## src/verilog/rtf_defs.vh

```
// Register map, field positions and reset values of the test and length bank
// Assumes a byte wide register port with a 5 bit register index
`ifndef RTF_DEFS_VH
`define RTF_DEFS_VH

`define RTF_ADDR_W         5
`define RTF_DATA_W         8
`define RTF_ADDR_TEST_A    5'h1a
`define RTF_ADDR_TEST_B    5'h1b
`define RTF_ADDR_FIFO_STAT 5'h1c
`define RTF_ADDR_TXLEN_HI  5'h1d
`define RTF_ADDR_TXLEN_LO  5'h1e
`define RTF_RESET_BYTE     8'h00

// Test control A fields
`define RTF_A_KEY_IN       7
`define RTF_A_SUBC_OUT     6
`define RTF_A_DIRECT       5
`define RTF_A_STAGE_SEL    4
`define RTF_A_CUT2         3
`define RTF_A_CUT1         2
`define RTF_A_FOLLOWER     1
`define RTF_A_GAIN_OBS     0

// Test control B fields
`define RTF_B_LEVEL_CHK    7
`define RTF_B_IO_HIGH      3
`define RTF_B_IO_LOW       2
`define RTF_B_RX_CHK       1
`define RTF_B_FAST_CLK     0
`define RTF_B_WR_MASK      8'h8f
`define RTF_B_STOP_MASK    8'hf1

// FIFO status and length
`define RTF_FIFO_DEPTH     12
`define RTF_FIFO_HIGH      9
`define RTF_FIFO_LOW       3
`define RTF_FULL_BYTE_BITS 4'h8

`endif

```

## src/verilog/rtf_fifo_level.v

```verilog
// FIFO occupancy tracker with sticky overflow flag
// Assumes push and pop pulses come from the FIFO storage on mclk
`timescale 1ns/1ps
`include "rtf_defs.vh"
module rtf_fifo_level #(
    parameter DEPTH = `RTF_FIFO_DEPTH
) (
    input  wire       mclk,
    input  wire       reset_n,
    input  wire       clear,
    input  wire       push,
    input  wire       pop,
    input  wire       ovf_clear,
    output wire [4:0] count,
    output wire       overflow
);

reg  [4:0] count_ff;
reg        ovf_ff;
reg  [4:0] nxt_count;
reg        nxt_ovf;
wire       full;
wire       do_push;
wire       do_pop;

assign full    = (count_ff == DEPTH[4:0]);
// A pop frees room for a push in the same cycle
assign do_push = push & (~full | pop);
assign do_pop  = pop & (count_ff != 5'h00);

always @* begin
    nxt_count = count_ff;
    if (do_push & ~do_pop) begin
        nxt_count = count_ff + 5'h01;
    end else if (do_pop & ~do_push) begin
        nxt_count = count_ff - 5'h01;
    end
    // Overflow set wins over clear
    nxt_ovf = (ovf_ff & ~ovf_clear) | (push & full & ~pop);
    if (clear) begin
        nxt_count = 5'h00;
        nxt_ovf   = 1'b0;
    end
end

always @(posedge mclk or negedge reset_n) begin
    if (!reset_n) begin
        count_ff <= 5'h00;
        ovf_ff   <= 1'b0;
    end else begin
        count_ff <= nxt_count;
        ovf_ff   <= nxt_ovf;
    end
end

assign count    = count_ff;
assign overflow = ovf_ff;

endmodule

```

## src/verilog/rtf_sync2.v

```verilog
// Two flip-flop synchroniser for pin levels
// Assumes inputs are asynchronous to mclk
`timescale 1ns/1ps
module rtf_sync2 #(
    parameter WIDTH = 1
) (
    input  wire             mclk,
    input  wire             reset_n,
    input  wire [WIDTH-1:0] async_in,
    output wire [WIDTH-1:0] sync_out
);

reg [WIDTH-1:0] meta_ff;
reg [WIDTH-1:0] sync_ff;

always @(posedge mclk or negedge reset_n) begin
    if (!reset_n) begin
        meta_ff <= {WIDTH{1'b0}};
        sync_ff <= {WIDTH{1'b0}};
    end else begin
        meta_ff <= async_in;
        sync_ff <= meta_ff;
    end
end

assign sync_out = sync_ff;

endmodule

```

## src/verilog/rtf_test_len_regs.v

```verilog
// Test, FIFO status and transmit length register bank of the reader
// Assumes host interface logic on mclk gives register strobes and a stop
//
// Contract
// - Both test registers zero at reset
// - A bit7 routes keying pin to decoder
// - A bit6 drives receive subcarrier on shaping
// - A bit5 direct modulation plus receiver reset
// - A bit4 picks first or second stage
// - A bit3 cuts second stage gain
// - A bit2 cuts first stage gain
// - A bit0 shows gain level as strength
// - Receive or io check bit enters test
// - Host stop ends test, clears io and receive check bits
// - B bit0 runs coders at carrier rate
// - Status low nibble shows unread minus one
// - Status bit6 at nine bytes receiving
// - Status bit5 at three bytes transmitting
// - Status bit4 flags host write overflow
// - Status bit7 always reads zero
// - Twelve bit byte count across two registers
// - Length registers clear at reset, frame end
// - Partial bits used only with flag
// - Flag marks last byte narrower than eight
`timescale 1ns/1ps
`include "rtf_defs.vh"
module rtf_test_len_regs #(
    parameter FIFO_DEPTH = `RTF_FIFO_DEPTH,
    parameter FIFO_HIGH  = `RTF_FIFO_HIGH,
    parameter FIFO_LOW   = `RTF_FIFO_LOW
) (
    input  wire        mclk,
    input  wire        reset_n,
    input  wire        chip_enable,
    input  wire        reg_wr,
    input  wire        reg_rd,
    input  wire [4:0]  reg_addr,
    input  wire [7:0]  reg_wdata,
    output wire [7:0]  reg_rdata,
    input  wire        host_stop,
    input  wire        fifo_push,
    input  wire        fifo_pop,
    input  wire        rx_active,
    input  wire        tx_active,
    input  wire        tx_eof,
    input  wire        rx_subcarrier,
    input  wire        coder_modulation,
    input  wire        coder_keying,
    input  wire [2:0]  agc_level,
    input  wire [2:0]  rssi_level,
    input  wire        onoff_keying_pin_in,
    output wire        onoff_keying_pin_out,
    output wire        onoff_keying_pin_oe,
    input  wire        tx_shaping_pin_in,
    output wire        tx_shaping_pin_out,
    output wire        tx_shaping_pin_oe,
    output wire        decoder_input,
    output wire        tx_modulation,
    output wire        rx_reset,
    output wire        second_stage_select,
    output wire        second_stage_gain_cut,
    output wire        first_stage_gain_cut,
    output wire        input_follower_test,
    output wire [2:0]  signal_strength,
    output wire        test_mode,
    output wire        fast_coder_clock,
    output wire        carrier_level_check,
    output wire [11:0] tx_byte_count,
    output wire [2:0]  partial_byte_bits,
    output wire        partial_byte_flag,
    output wire [3:0]  tx_last_byte_bits
);

// Register value with a write applied, used by all writable registers
function [7:0] merge_wr;
    input [7:0] old_val;
    input [7:0] new_val;
    input       hit;
    begin
        merge_wr = hit ? new_val : old_val;
    end
endfunction

// Unread count shown as N - 1, empty shows zero
function [3:0] minus_one;
    input [4:0] n;
    begin
        if (n == 5'h00) begin
            minus_one = 4'h0;
        end else begin
            minus_one = n[3:0] - 4'h1;
        end
    end
endfunction

wire [1:0] pins_sync;
wire       enable_sync;
wire       key_pin_sync;
wire       shape_pin_sync;
wire [4:0] fifo_count;
wire       fifo_ovf;
wire       wr_a;
wire       wr_b;
wire       wr_hi;
wire       wr_lo;
wire       rd_stat;
wire       bank_clear;

reg  [7:0] test_a_ff;
reg  [7:0] test_b_ff;
reg  [7:0] txlen_hi_ff;
reg  [7:0] txlen_lo_ff;
reg  [7:0] rdata_ff;
reg        key_out_ff;
reg        key_oe_ff;
reg        shape_out_ff;
reg        shape_oe_ff;
reg        decoder_in_ff;
reg        tx_mod_ff;
reg        rx_reset_ff;
reg  [2:0] strength_ff;
reg        test_mode_ff;
reg  [3:0] last_bits_ff;
reg        fifo_high_ff;
reg        fifo_low_ff;

reg  [7:0] nxt_test_a;
reg  [7:0] nxt_test_b;
reg  [7:0] nxt_txlen_hi;
reg  [7:0] nxt_txlen_lo;
reg  [7:0] nxt_rdata;
reg  [3:0] nxt_last_bits;

// Pin levels pass two flip-flops before use
rtf_sync2 #(
    .WIDTH (2)
) u_pin_sync (
    .mclk     (mclk),
    .reset_n  (reset_n),
    .async_in ({onoff_keying_pin_in, tx_shaping_pin_in}),
    .sync_out (pins_sync)
);

rtf_sync2 #(
    .WIDTH (1)
) u_en_sync (
    .mclk     (mclk),
    .reset_n  (reset_n),
    .async_in (chip_enable),
    .sync_out (enable_sync)
);

assign key_pin_sync   = pins_sync[1];
assign shape_pin_sync = pins_sync[0];

// Enable low holds the bank in its reset state
assign bank_clear = ~enable_sync;

assign wr_a    = reg_wr & (reg_addr == `RTF_ADDR_TEST_A);
assign wr_b    = reg_wr & (reg_addr == `RTF_ADDR_TEST_B);
assign wr_hi   = reg_wr & (reg_addr == `RTF_ADDR_TXLEN_HI);
assign wr_lo   = reg_wr & (reg_addr == `RTF_ADDR_TXLEN_LO);
assign rd_stat = reg_rd & (reg_addr == `RTF_ADDR_FIFO_STAT);

rtf_fifo_level #(
    .DEPTH (FIFO_DEPTH)
) u_fifo_level (
    .mclk      (mclk),
    .reset_n   (reset_n),
    .clear     (bank_clear),
    .push      (fifo_push),
    .pop       (fifo_pop),
    .ovf_clear (rd_stat),
    .count     (fifo_count),
    .overflow  (fifo_ovf)
);

// Test control registers
always @* begin
    nxt_test_a = merge_wr(test_a_ff, reg_wdata, wr_a);
    nxt_test_b = merge_wr(test_b_ff, reg_wdata & `RTF_B_WR_MASK, wr_b);
    if (host_stop) begin
        // Io and receive check bits drop at the end of a host access
        nxt_test_b = nxt_test_b & `RTF_B_STOP_MASK;
    end
    if (bank_clear) begin
        nxt_test_a = `RTF_RESET_BYTE;
        nxt_test_b = `RTF_RESET_BYTE;
    end
end

// Transmit length registers
always @* begin
    nxt_txlen_hi = txlen_hi_ff;
    nxt_txlen_lo = txlen_lo_ff;
    if (tx_eof) begin
        nxt_txlen_hi = `RTF_RESET_BYTE;
        nxt_txlen_lo = `RTF_RESET_BYTE;
    end
    // Host write in the same cycle as frame end is kept
    nxt_txlen_hi = merge_wr(nxt_txlen_hi, reg_wdata, wr_hi);
    nxt_txlen_lo = merge_wr(nxt_txlen_lo, reg_wdata, wr_lo);
    if (bank_clear) begin
        nxt_txlen_hi = `RTF_RESET_BYTE;
        nxt_txlen_lo = `RTF_RESET_BYTE;
    end
end

// Width of the last transmitted byte
always @* begin
    nxt_last_bits = `RTF_FULL_BYTE_BITS;
    if (nxt_txlen_lo[0]) begin
        nxt_last_bits = {1'b0, nxt_txlen_lo[3:1]};
    end
end

// Read data, unmapped addresses read zero
always @* begin
    nxt_rdata = rdata_ff;
    if (reg_rd) begin
        case (reg_addr)
            `RTF_ADDR_TEST_A: begin
                nxt_rdata = test_a_ff;
            end
            `RTF_ADDR_TEST_B: begin
                nxt_rdata = test_b_ff;
            end
            `RTF_ADDR_FIFO_STAT: begin
                nxt_rdata = {1'b0,
                             fifo_high_ff,
                             fifo_low_ff,
                             fifo_ovf,
                             minus_one(fifo_count)};
            end
            `RTF_ADDR_TXLEN_HI: begin
                nxt_rdata = txlen_hi_ff;
            end
            `RTF_ADDR_TXLEN_LO: begin
                nxt_rdata = txlen_lo_ff;
            end
            default: begin
                nxt_rdata = 8'h00;
            end
        endcase
    end
end

always @(posedge mclk or negedge reset_n) begin
    if (!reset_n) begin
        test_a_ff    <= `RTF_RESET_BYTE;
        test_b_ff    <= `RTF_RESET_BYTE;
        txlen_hi_ff  <= `RTF_RESET_BYTE;
        txlen_lo_ff  <= `RTF_RESET_BYTE;
        rdata_ff     <= 8'h00;
        last_bits_ff <= `RTF_FULL_BYTE_BITS;
    end else begin
        test_a_ff    <= nxt_test_a;
        test_b_ff    <= nxt_test_b;
        txlen_hi_ff  <= nxt_txlen_hi;
        txlen_lo_ff  <= nxt_txlen_lo;
        rdata_ff     <= nxt_rdata;
        last_bits_ff <= nxt_last_bits;
    end
end

// FIFO watermarks
always @(posedge mclk or negedge reset_n) begin
    if (!reset_n) begin
        fifo_high_ff <= 1'b0;
        fifo_low_ff  <= 1'b0;
    end else begin
        fifo_high_ff <= rx_active &
                        (fifo_count >= FIFO_HIGH[4:0]);
        fifo_low_ff  <= tx_active &
                        (fifo_count <= FIFO_LOW[4:0]);
    end
end

// Pin routing and analogue control
always @(posedge mclk or negedge reset_n) begin
    if (!reset_n) begin
        key_out_ff    <= 1'b0;
        key_oe_ff     <= 1'b0;
        shape_out_ff  <= 1'b0;
        shape_oe_ff   <= 1'b0;
        decoder_in_ff <= 1'b0;
        tx_mod_ff     <= 1'b0;
        rx_reset_ff   <= 1'b0;
        strength_ff   <= 3'h0;
        test_mode_ff  <= 1'b0;
    end else begin
        // Keying pin turns input for the decoder
        key_oe_ff     <= ~test_a_ff[`RTF_A_KEY_IN];
        key_out_ff    <= coder_keying;
        decoder_in_ff <= test_a_ff[`RTF_A_KEY_IN] ?
                         key_pin_sync : rx_subcarrier;
        // Shaping pin: subcarrier out, direct input, or coder
        if (test_a_ff[`RTF_A_SUBC_OUT]) begin
            shape_oe_ff  <= 1'b1;
            shape_out_ff <= rx_subcarrier;
        end else if (test_a_ff[`RTF_A_DIRECT]) begin
            shape_oe_ff  <= 1'b0;
            shape_out_ff <= 1'b0;
        end else begin
            shape_oe_ff  <= 1'b1;
            shape_out_ff <= coder_modulation;
        end
        tx_mod_ff     <= test_a_ff[`RTF_A_DIRECT] ?
                         shape_pin_sync : coder_modulation;
        rx_reset_ff   <= test_a_ff[`RTF_A_DIRECT];
        strength_ff   <= test_a_ff[`RTF_A_GAIN_OBS] ?
                         agc_level : rssi_level;
        test_mode_ff  <= test_b_ff[`RTF_B_IO_HIGH] |
                         test_b_ff[`RTF_B_IO_LOW] |
                         test_b_ff[`RTF_B_RX_CHK];
    end
end

assign reg_rdata             = rdata_ff;
assign onoff_keying_pin_out  = key_out_ff;
assign onoff_keying_pin_oe   = key_oe_ff;
assign tx_shaping_pin_out    = shape_out_ff;
assign tx_shaping_pin_oe     = shape_oe_ff;
assign decoder_input         = decoder_in_ff;
assign tx_modulation         = tx_mod_ff;
assign rx_reset              = rx_reset_ff;
assign second_stage_select   = test_a_ff[`RTF_A_STAGE_SEL];
assign second_stage_gain_cut = test_a_ff[`RTF_A_CUT2];
assign first_stage_gain_cut  = test_a_ff[`RTF_A_CUT1];
assign input_follower_test   = test_a_ff[`RTF_A_FOLLOWER];
assign signal_strength       = strength_ff;
assign test_mode             = test_mode_ff;
assign fast_coder_clock      = test_b_ff[`RTF_B_FAST_CLK];
assign carrier_level_check   = test_b_ff[`RTF_B_LEVEL_CHK];
assign tx_byte_count         = {txlen_hi_ff, txlen_lo_ff[7:4]};
assign partial_byte_bits     = txlen_lo_ff[3:1];
assign partial_byte_flag     = txlen_lo_ff[0];
assign tx_last_byte_bits     = last_bits_ff;

endmodule
```

## config.mk

```make
export PLATFORM = sky130hd
export DESIGN_NAME = rtf_test_len_regs
export DESIGN_NICKNAME = d
export VERILOG_FILES = /design/src/verilog/rtf_fifo_level.v /design/src/verilog/rtf_sync2.v /design/src/verilog/rtf_test_len_regs.v
export VERILOG_INCLUDE_DIRS = /design/src /design/src/verilog
export SDC_FILE = /design/constraint.sdc
export NUM_CORES = 1
export LEC_CHECK = 0
export BUFFER_PORTS_ARGS = -buffer_cell sky130_fd_sc_hd__buf_2
export CORE_MARGIN = 1.5
export CORE_UTILIZATION = 45
export CTS_CLUSTER_DIAMETER = 150
export DETAILED_ROUTE_END_ITERATION = 6
export GPL_ROUTABILITY_DRIVEN = 0
export PLACE_DENSITY_LB_ADDON = 0.15
export SETUP_SLACK_MARGIN = 0.2
export SKIP_CTS_REPAIR_TIMING = 1
export SYNTH_ARGS = -nofsm -noshare
export SYNTH_HDL_FRONTEND = slang
export SYNTH_HIERARCHICAL = 1
export SYNTH_SLANG_ARGS = --single-unit
```

## constraint.sdc

```tcl
create_clock -name mclk -period 2.93 [get_ports mclk]
set_input_delay 0.293 -clock mclk [delete_from_list [all_inputs] [get_ports mclk]]
set_output_delay 0.293 -clock mclk [all_outputs]
set_load 0.01 [all_outputs]
```

Yosys cells after proc, flatten, opt, wreduce, memory -nomap -nowiden --
Index checks and enable logic that the tools add are counted.
Cells by class: bitwise gates (word level) 24, add/sub/neg operators 3, div/mod/pow operators 0, shift operators 0, multiply operators 0, eq/ne operators 11, multiplexer cells 25, $lt $le $gt $ge 2, reductions and logical operators 2
Operators by type and width (number):
- $mux W8 | 10
- $pmux W8 S5 | 1
- $eq A5 B5 Y1 const B | 5
- $mux W5 | 3
- $and A1 B1 Y1 | 14
- $mux W4 | 3
- $ne A3 B3 Y1 const B | 3
- $mux W1 | 7
- $not A1 Y1 | 6
- $add A5 B1 Y5 const B | 1
- $eq A5 B4 Y1 const B | 1
- $ge A5 B4 Y1 const B | 1
- $le A5 B2 Y1 const B | 1
- $logic_not A5 Y1 | 1
- $reduce_bool A5 Y1 | 1
- $sub A5 B1 Y5 const B | 1
- $or A1 B1 Y1 | 4
- $sub A4 B1 Y4 const B | 1
- $mux W3 | 1
- $ne A3 B1 Y1 const B | 1
- $ne A2 B2 Y1 const B | 1
Word-level totals: flip-flop bits (word level) 69, input port bits 35, output and inout port bits 45, memories 0, bits in writable memories 0, memory bits (read-only) 0, bits in latches 0

Logic depth before layout (Yosys ltp) --
depth after elaboration 9, depth in mapped cells 8, mapped depth without buffers 8

Modules after synthesis --
Netlist, hierarchy kept.
Modules (own cells, without submodules):
- rtf_test_len_regs | times used 1, sequential area each 1352.5 sq um, area an instance 2587.5 sq um, cells each 245
- rtf_fifo_level | times used 1, sequential area each 150.1 sq um, area an instance 496.7 sq um, cells each 48
- rtf_sync2 (u_pin_sync) | times used 1, sequential area each 100.1 sq um, area an instance 100.1 sq um, cells each 4
- rtf_sync2 (u_en_sync) | times used 1, sequential area each 50.0 sq um, area an instance 50.0 sq um, cells each 2

Worst setup path after synthesis --
OpenSTA, ideal clock, no wires.
kind reg-to-reg, start point register u_fifo_level.count_ff[0], in the netlist u_fifo_level/count[0], end point register u_fifo_level.count_ff[4], in the netlist u_fifo_level/count[4], period minus slack after synthesis 2.569 ns, setup slack 0.361 ns, stages on the path, launching flop included 9, arrival 2.443 ns, required time 2.804 ns, cell sequence dfrtp_1 o41ai_1 o2111ai_2 fa_1 a21o_1 a21oi_1 xor2_1 nor4_1 a221o_1
On the way: cells in the longest elaborated chain, start to end 7, elaborated cells between the ends (all ways) 16
RTL lines:
- start, declared | line rtf_fifo_level.v:18 | reg [4:0] count_ff;
- start signal, assigned | line rtf_fifo_level.v:51 | count_ff <= nxt_count;
- $eq A5 B4 Y1 | line rtf_fifo_level.v:26 | assign full = (count_ff == DEPTH[4:0]);
- $not A1 Y1 | line rtf_fifo_level.v:28 | assign do_push = push & (~full | pop);
- $or A1 B1 Y1 | line rtf_fifo_level.v:28
- $and A1 B1 Y1 | line rtf_fifo_level.v:28
- $not A1 Y1 or $and A1 B1 Y1 (tied branches) | line rtf_fifo_level.v:35, rtf_fifo_level.v:33
- $and A1 B1 Y1 or $mux W5 (tied branches) | line rtf_fifo_level.v:35, rtf_fifo_level.v:33
- $ne A3 B1 Y1 (no source line) or $mux W5 (tied branches)
Parallel ways exist; a longest one is shown, timed or not. The select of a mux whose other input is x is not followed. A chain may end at the register's enable or synchronous reset.

Worst setup path in the final report --
Ends and elaborated chain as after synthesis.

==> impl_metrics.toml <==
[clocking]
cts_buffers = 9
clkTransAtPathRegs_ps = 70
cts.sinks = 66
cts_max_level = 3
cts_buffer_depth = 2
insertion_delay_ps = 350
cts_root_buf = "clkbuf_8"
cts_tree = "built"

[power]
power_density_nw_per_um2 = 568
p_sw_mw = 0.700
peakVddDrop_mv = 0.293
power_leakage_nw = 1.83
clkPwrFrac_pct = 30.0
seqPwrFrac_pct = 46.3
p_int_mw = 1.51
comb_power_share_pct = 23.7
switching_share_pct = 31.7

[timing]
setup_ws_ps = 370
timing.slew.headroom_pct = 45.3
hold_slack_ps = 51.5
setup_viol = 0
fin_tns_setup_ps = 0
finalMaxSlewViolations = 0
fmax_mhz = 391
period_share_pct = 87.4
period_needed_ps = 2560
hold_viol = 0
rsz0062_at_grt = "false"
skew_ps = 9.62
tightest_slew_ps = 821

[drt]
drc = 0
wl_met1_microns = 3360
wl_met2_microns = 3390
post_drt_wl_per_cell_microns = 15.7
routed.top_layer = "met4"
dr.pass1.iters = 4
drtIter0Drc = 160
vias = 2609
wirelength_microns = 7590
ant_nets = 0
viasPerCell = 5.41
dr_wl_met3_microns = 592

[yosys]
synth_fp_nets = 342
synth_edf_count = 0
synthDistinctLibCells = 59
yosysSeqAreaShare_pct = 51.1
synth_seq_cells = 66
yosys_warnings = 6
syn_inst = 299
syn_area_sq_um = 3230
async_flop_share_pct = 100
ys.flop_type = "dfrtp_1"
syn_area_per_cell_sq_um = 10.8

[floorplanning]
ios = 80
start_util_pct = 47.1
core-area_sq_um = 6870
die_w_microns = 87.8
dieArea_sq_um = 7710
num_rows = 30
die_h_microns = 87.8

[placement]
portBuffers = 79
dp_hpwl_microns = 5490
postPlaceCellArea_sq_um = 3710
place_ws_ps = 276
placed_cells = 465

[setup_path]
path_class = "flop to flop"
cp_cell_sequence = "o41ai_1 > o2111ai_2 > fa_1 > a21o_1 > a21oi_1 > xor2_1 > nor4_1 > a221o_1"
cp_max_fo = 6
cp.required_ps = 3160
cpMaxStageDelayCell = "fa_1"
startpoint_type = "flop"
critPathCaptureType = "flop"
crit_arrival_ps = 2790
slowest_delay_ps = 450

[layout]
area_delta_synth_final_pct = 20.2
layout_common_cells = "79 x buf_2, 65 x dfrtp_1, 30 x nand2_1"
diodes = 0
fin_cells = 482
stdcell_area_sq_um = 3890
layout_commonest_cell = "buf_2"
final_nets = 424
drive_gt1_share_pct = 30.3

[hold_path]
hold_class = "input port to flop"

[grt]
grt_max_degree = 67
overflow = 0
grt_pass1_wl_microns = 12500
grt_pass1_vias = 2594
grt_util_all_layers_pct = 21.5
antenna_found_initial = 0

[run]
maxCapViolCount = 0

[run_status]
status = "finished, final reports clean"
[registers in the layout (all words and copies together) (netlist names), 2 cells and up]
register             flops
reg_rdata                8
test_a_ff                8
txlen_hi_ff              8
txlen_lo_ff              8
test_b_ff                5
u_fifo_level/count       5
tx_last_byte_bits        4
signal_strength          3
u_pin_sync/meta_ff       2
u_pin_sync/sync_out      2
[per-stage QoR]
stage,power [mW],utilization (%)
floorplan,1.39,-
global placement,1.54,54.0
detailed placement,1.56,54.0
CTS,2.23,56.5
global route,2.34,56.6
finish,2.21,56.6
[area by class of cell]
cell class | count | area [sq um]
fillers | 636 | 2980
flip-flops and latches | 66 | 1650
repair buffers | 85 | 440
clock inverters | 6 | 42.5
clock buffers | 10 | 128
multi-input cells | 212 | 1480
well taps | 96 | 120
inverters | 7 | 26.3
[final timing paths]
check	start	end	slack [ps]	cells past startpoint
max	u_fifo_level/count[0]$_DFFE_PN0P_	u_fifo_level/count[4]$_DFFE_PN0P_	370	8
min	chip_enable	u_en_sync/meta_ff$_DFF_PN0_	50	1
max reg2reg	u_fifo_level/count[0]$_DFFE_PN0P_	u_fifo_level/count[4]$_DFFE_PN0P_	370	8
min reg2reg	u_pin_sync/meta_ff[0]$_DFF_PN0_	u_pin_sync/sync_out[0]$_DFF_PN0_	350	0
max in group asynchronous	reset_n	u_fifo_level/overflow$_DFF_PN0_	2270	2
min in group asynchronous	reset_n	rx_reset$_DFF_PN0_	130	2
[synth_stat cells, drive strengths merged (2+ instances only)]
cell type  instances  area (sq um)
a222oi             3          30.0
nor2b              4          25.0
mux2i             18           180
and4b              2          20.0
clkbuf             7          27.5
xnor2              2          17.5
inv                7          26.3
dfrtp             65          1630
a221oi             2          17.5
or2                4          25.0
nand3b            15           113
nand2             30           113
ha                 7          87.6
nand2b             7          43.8
or3                3          23.8
buf                7          50.1
nor3               7          51.3
o21ai              8          40.0
a22oi              6          45.0
nor2              22          82.6
mux2               6          67.6
nand4b             2          38.8
and3               2          12.5
xor2               2          17.5
nand3             11          60.1
o31ai              2          15.0
a31oi              3          33.8
a21oi             26           130
[worst max-delay path: cells and delay by family, from the launching register on]
family | cells | cell delay [ps]
compound gates | 5 | 1280
fa+ha+maj | 1 | 450
flops | 1 | 440
xor+xnor | 1 | 210
simple gates | 1 | 60
[layer usage]
metal / track usage (%) / vias up
met3: 5.47 / 21
met5: 0 / -
met4: 12.4 / 0
met2: 31.8 / 102
li1: - / 1239
met1: 28.6 / 1247
[power by group through the flow]
stage	registers [mW]	logic (mW)	clock network (mW)
2_1_floorplan	1.06	0.330	0
3_3_place_gp	1.03	0.506	0
3_5_place_dp	1.04	0.519	0
4_1_cts	1.02	0.521	0.687
5_1_grt	1.03	0.593	0.719
6_report	1.02	0.522	0.662
[logic make-up (layout without fill, tap and decap cells)]
group | after synthesis | count (layout) | share of synthesized area [%]
compound gates | 62 | 62 | 13.7
xor+xnor | 4 | 4 | 1.08
fa+ha+maj | 8 | 8 | 3.33
buf+inv | 21 | 108 | 3.21
flops | 66 | 66 | 51.1
mux | 24 | 24 | 7.66
simple gates | 114 | 114 | 20.0
Note: power is estimated with default switching activity, not from simulation.
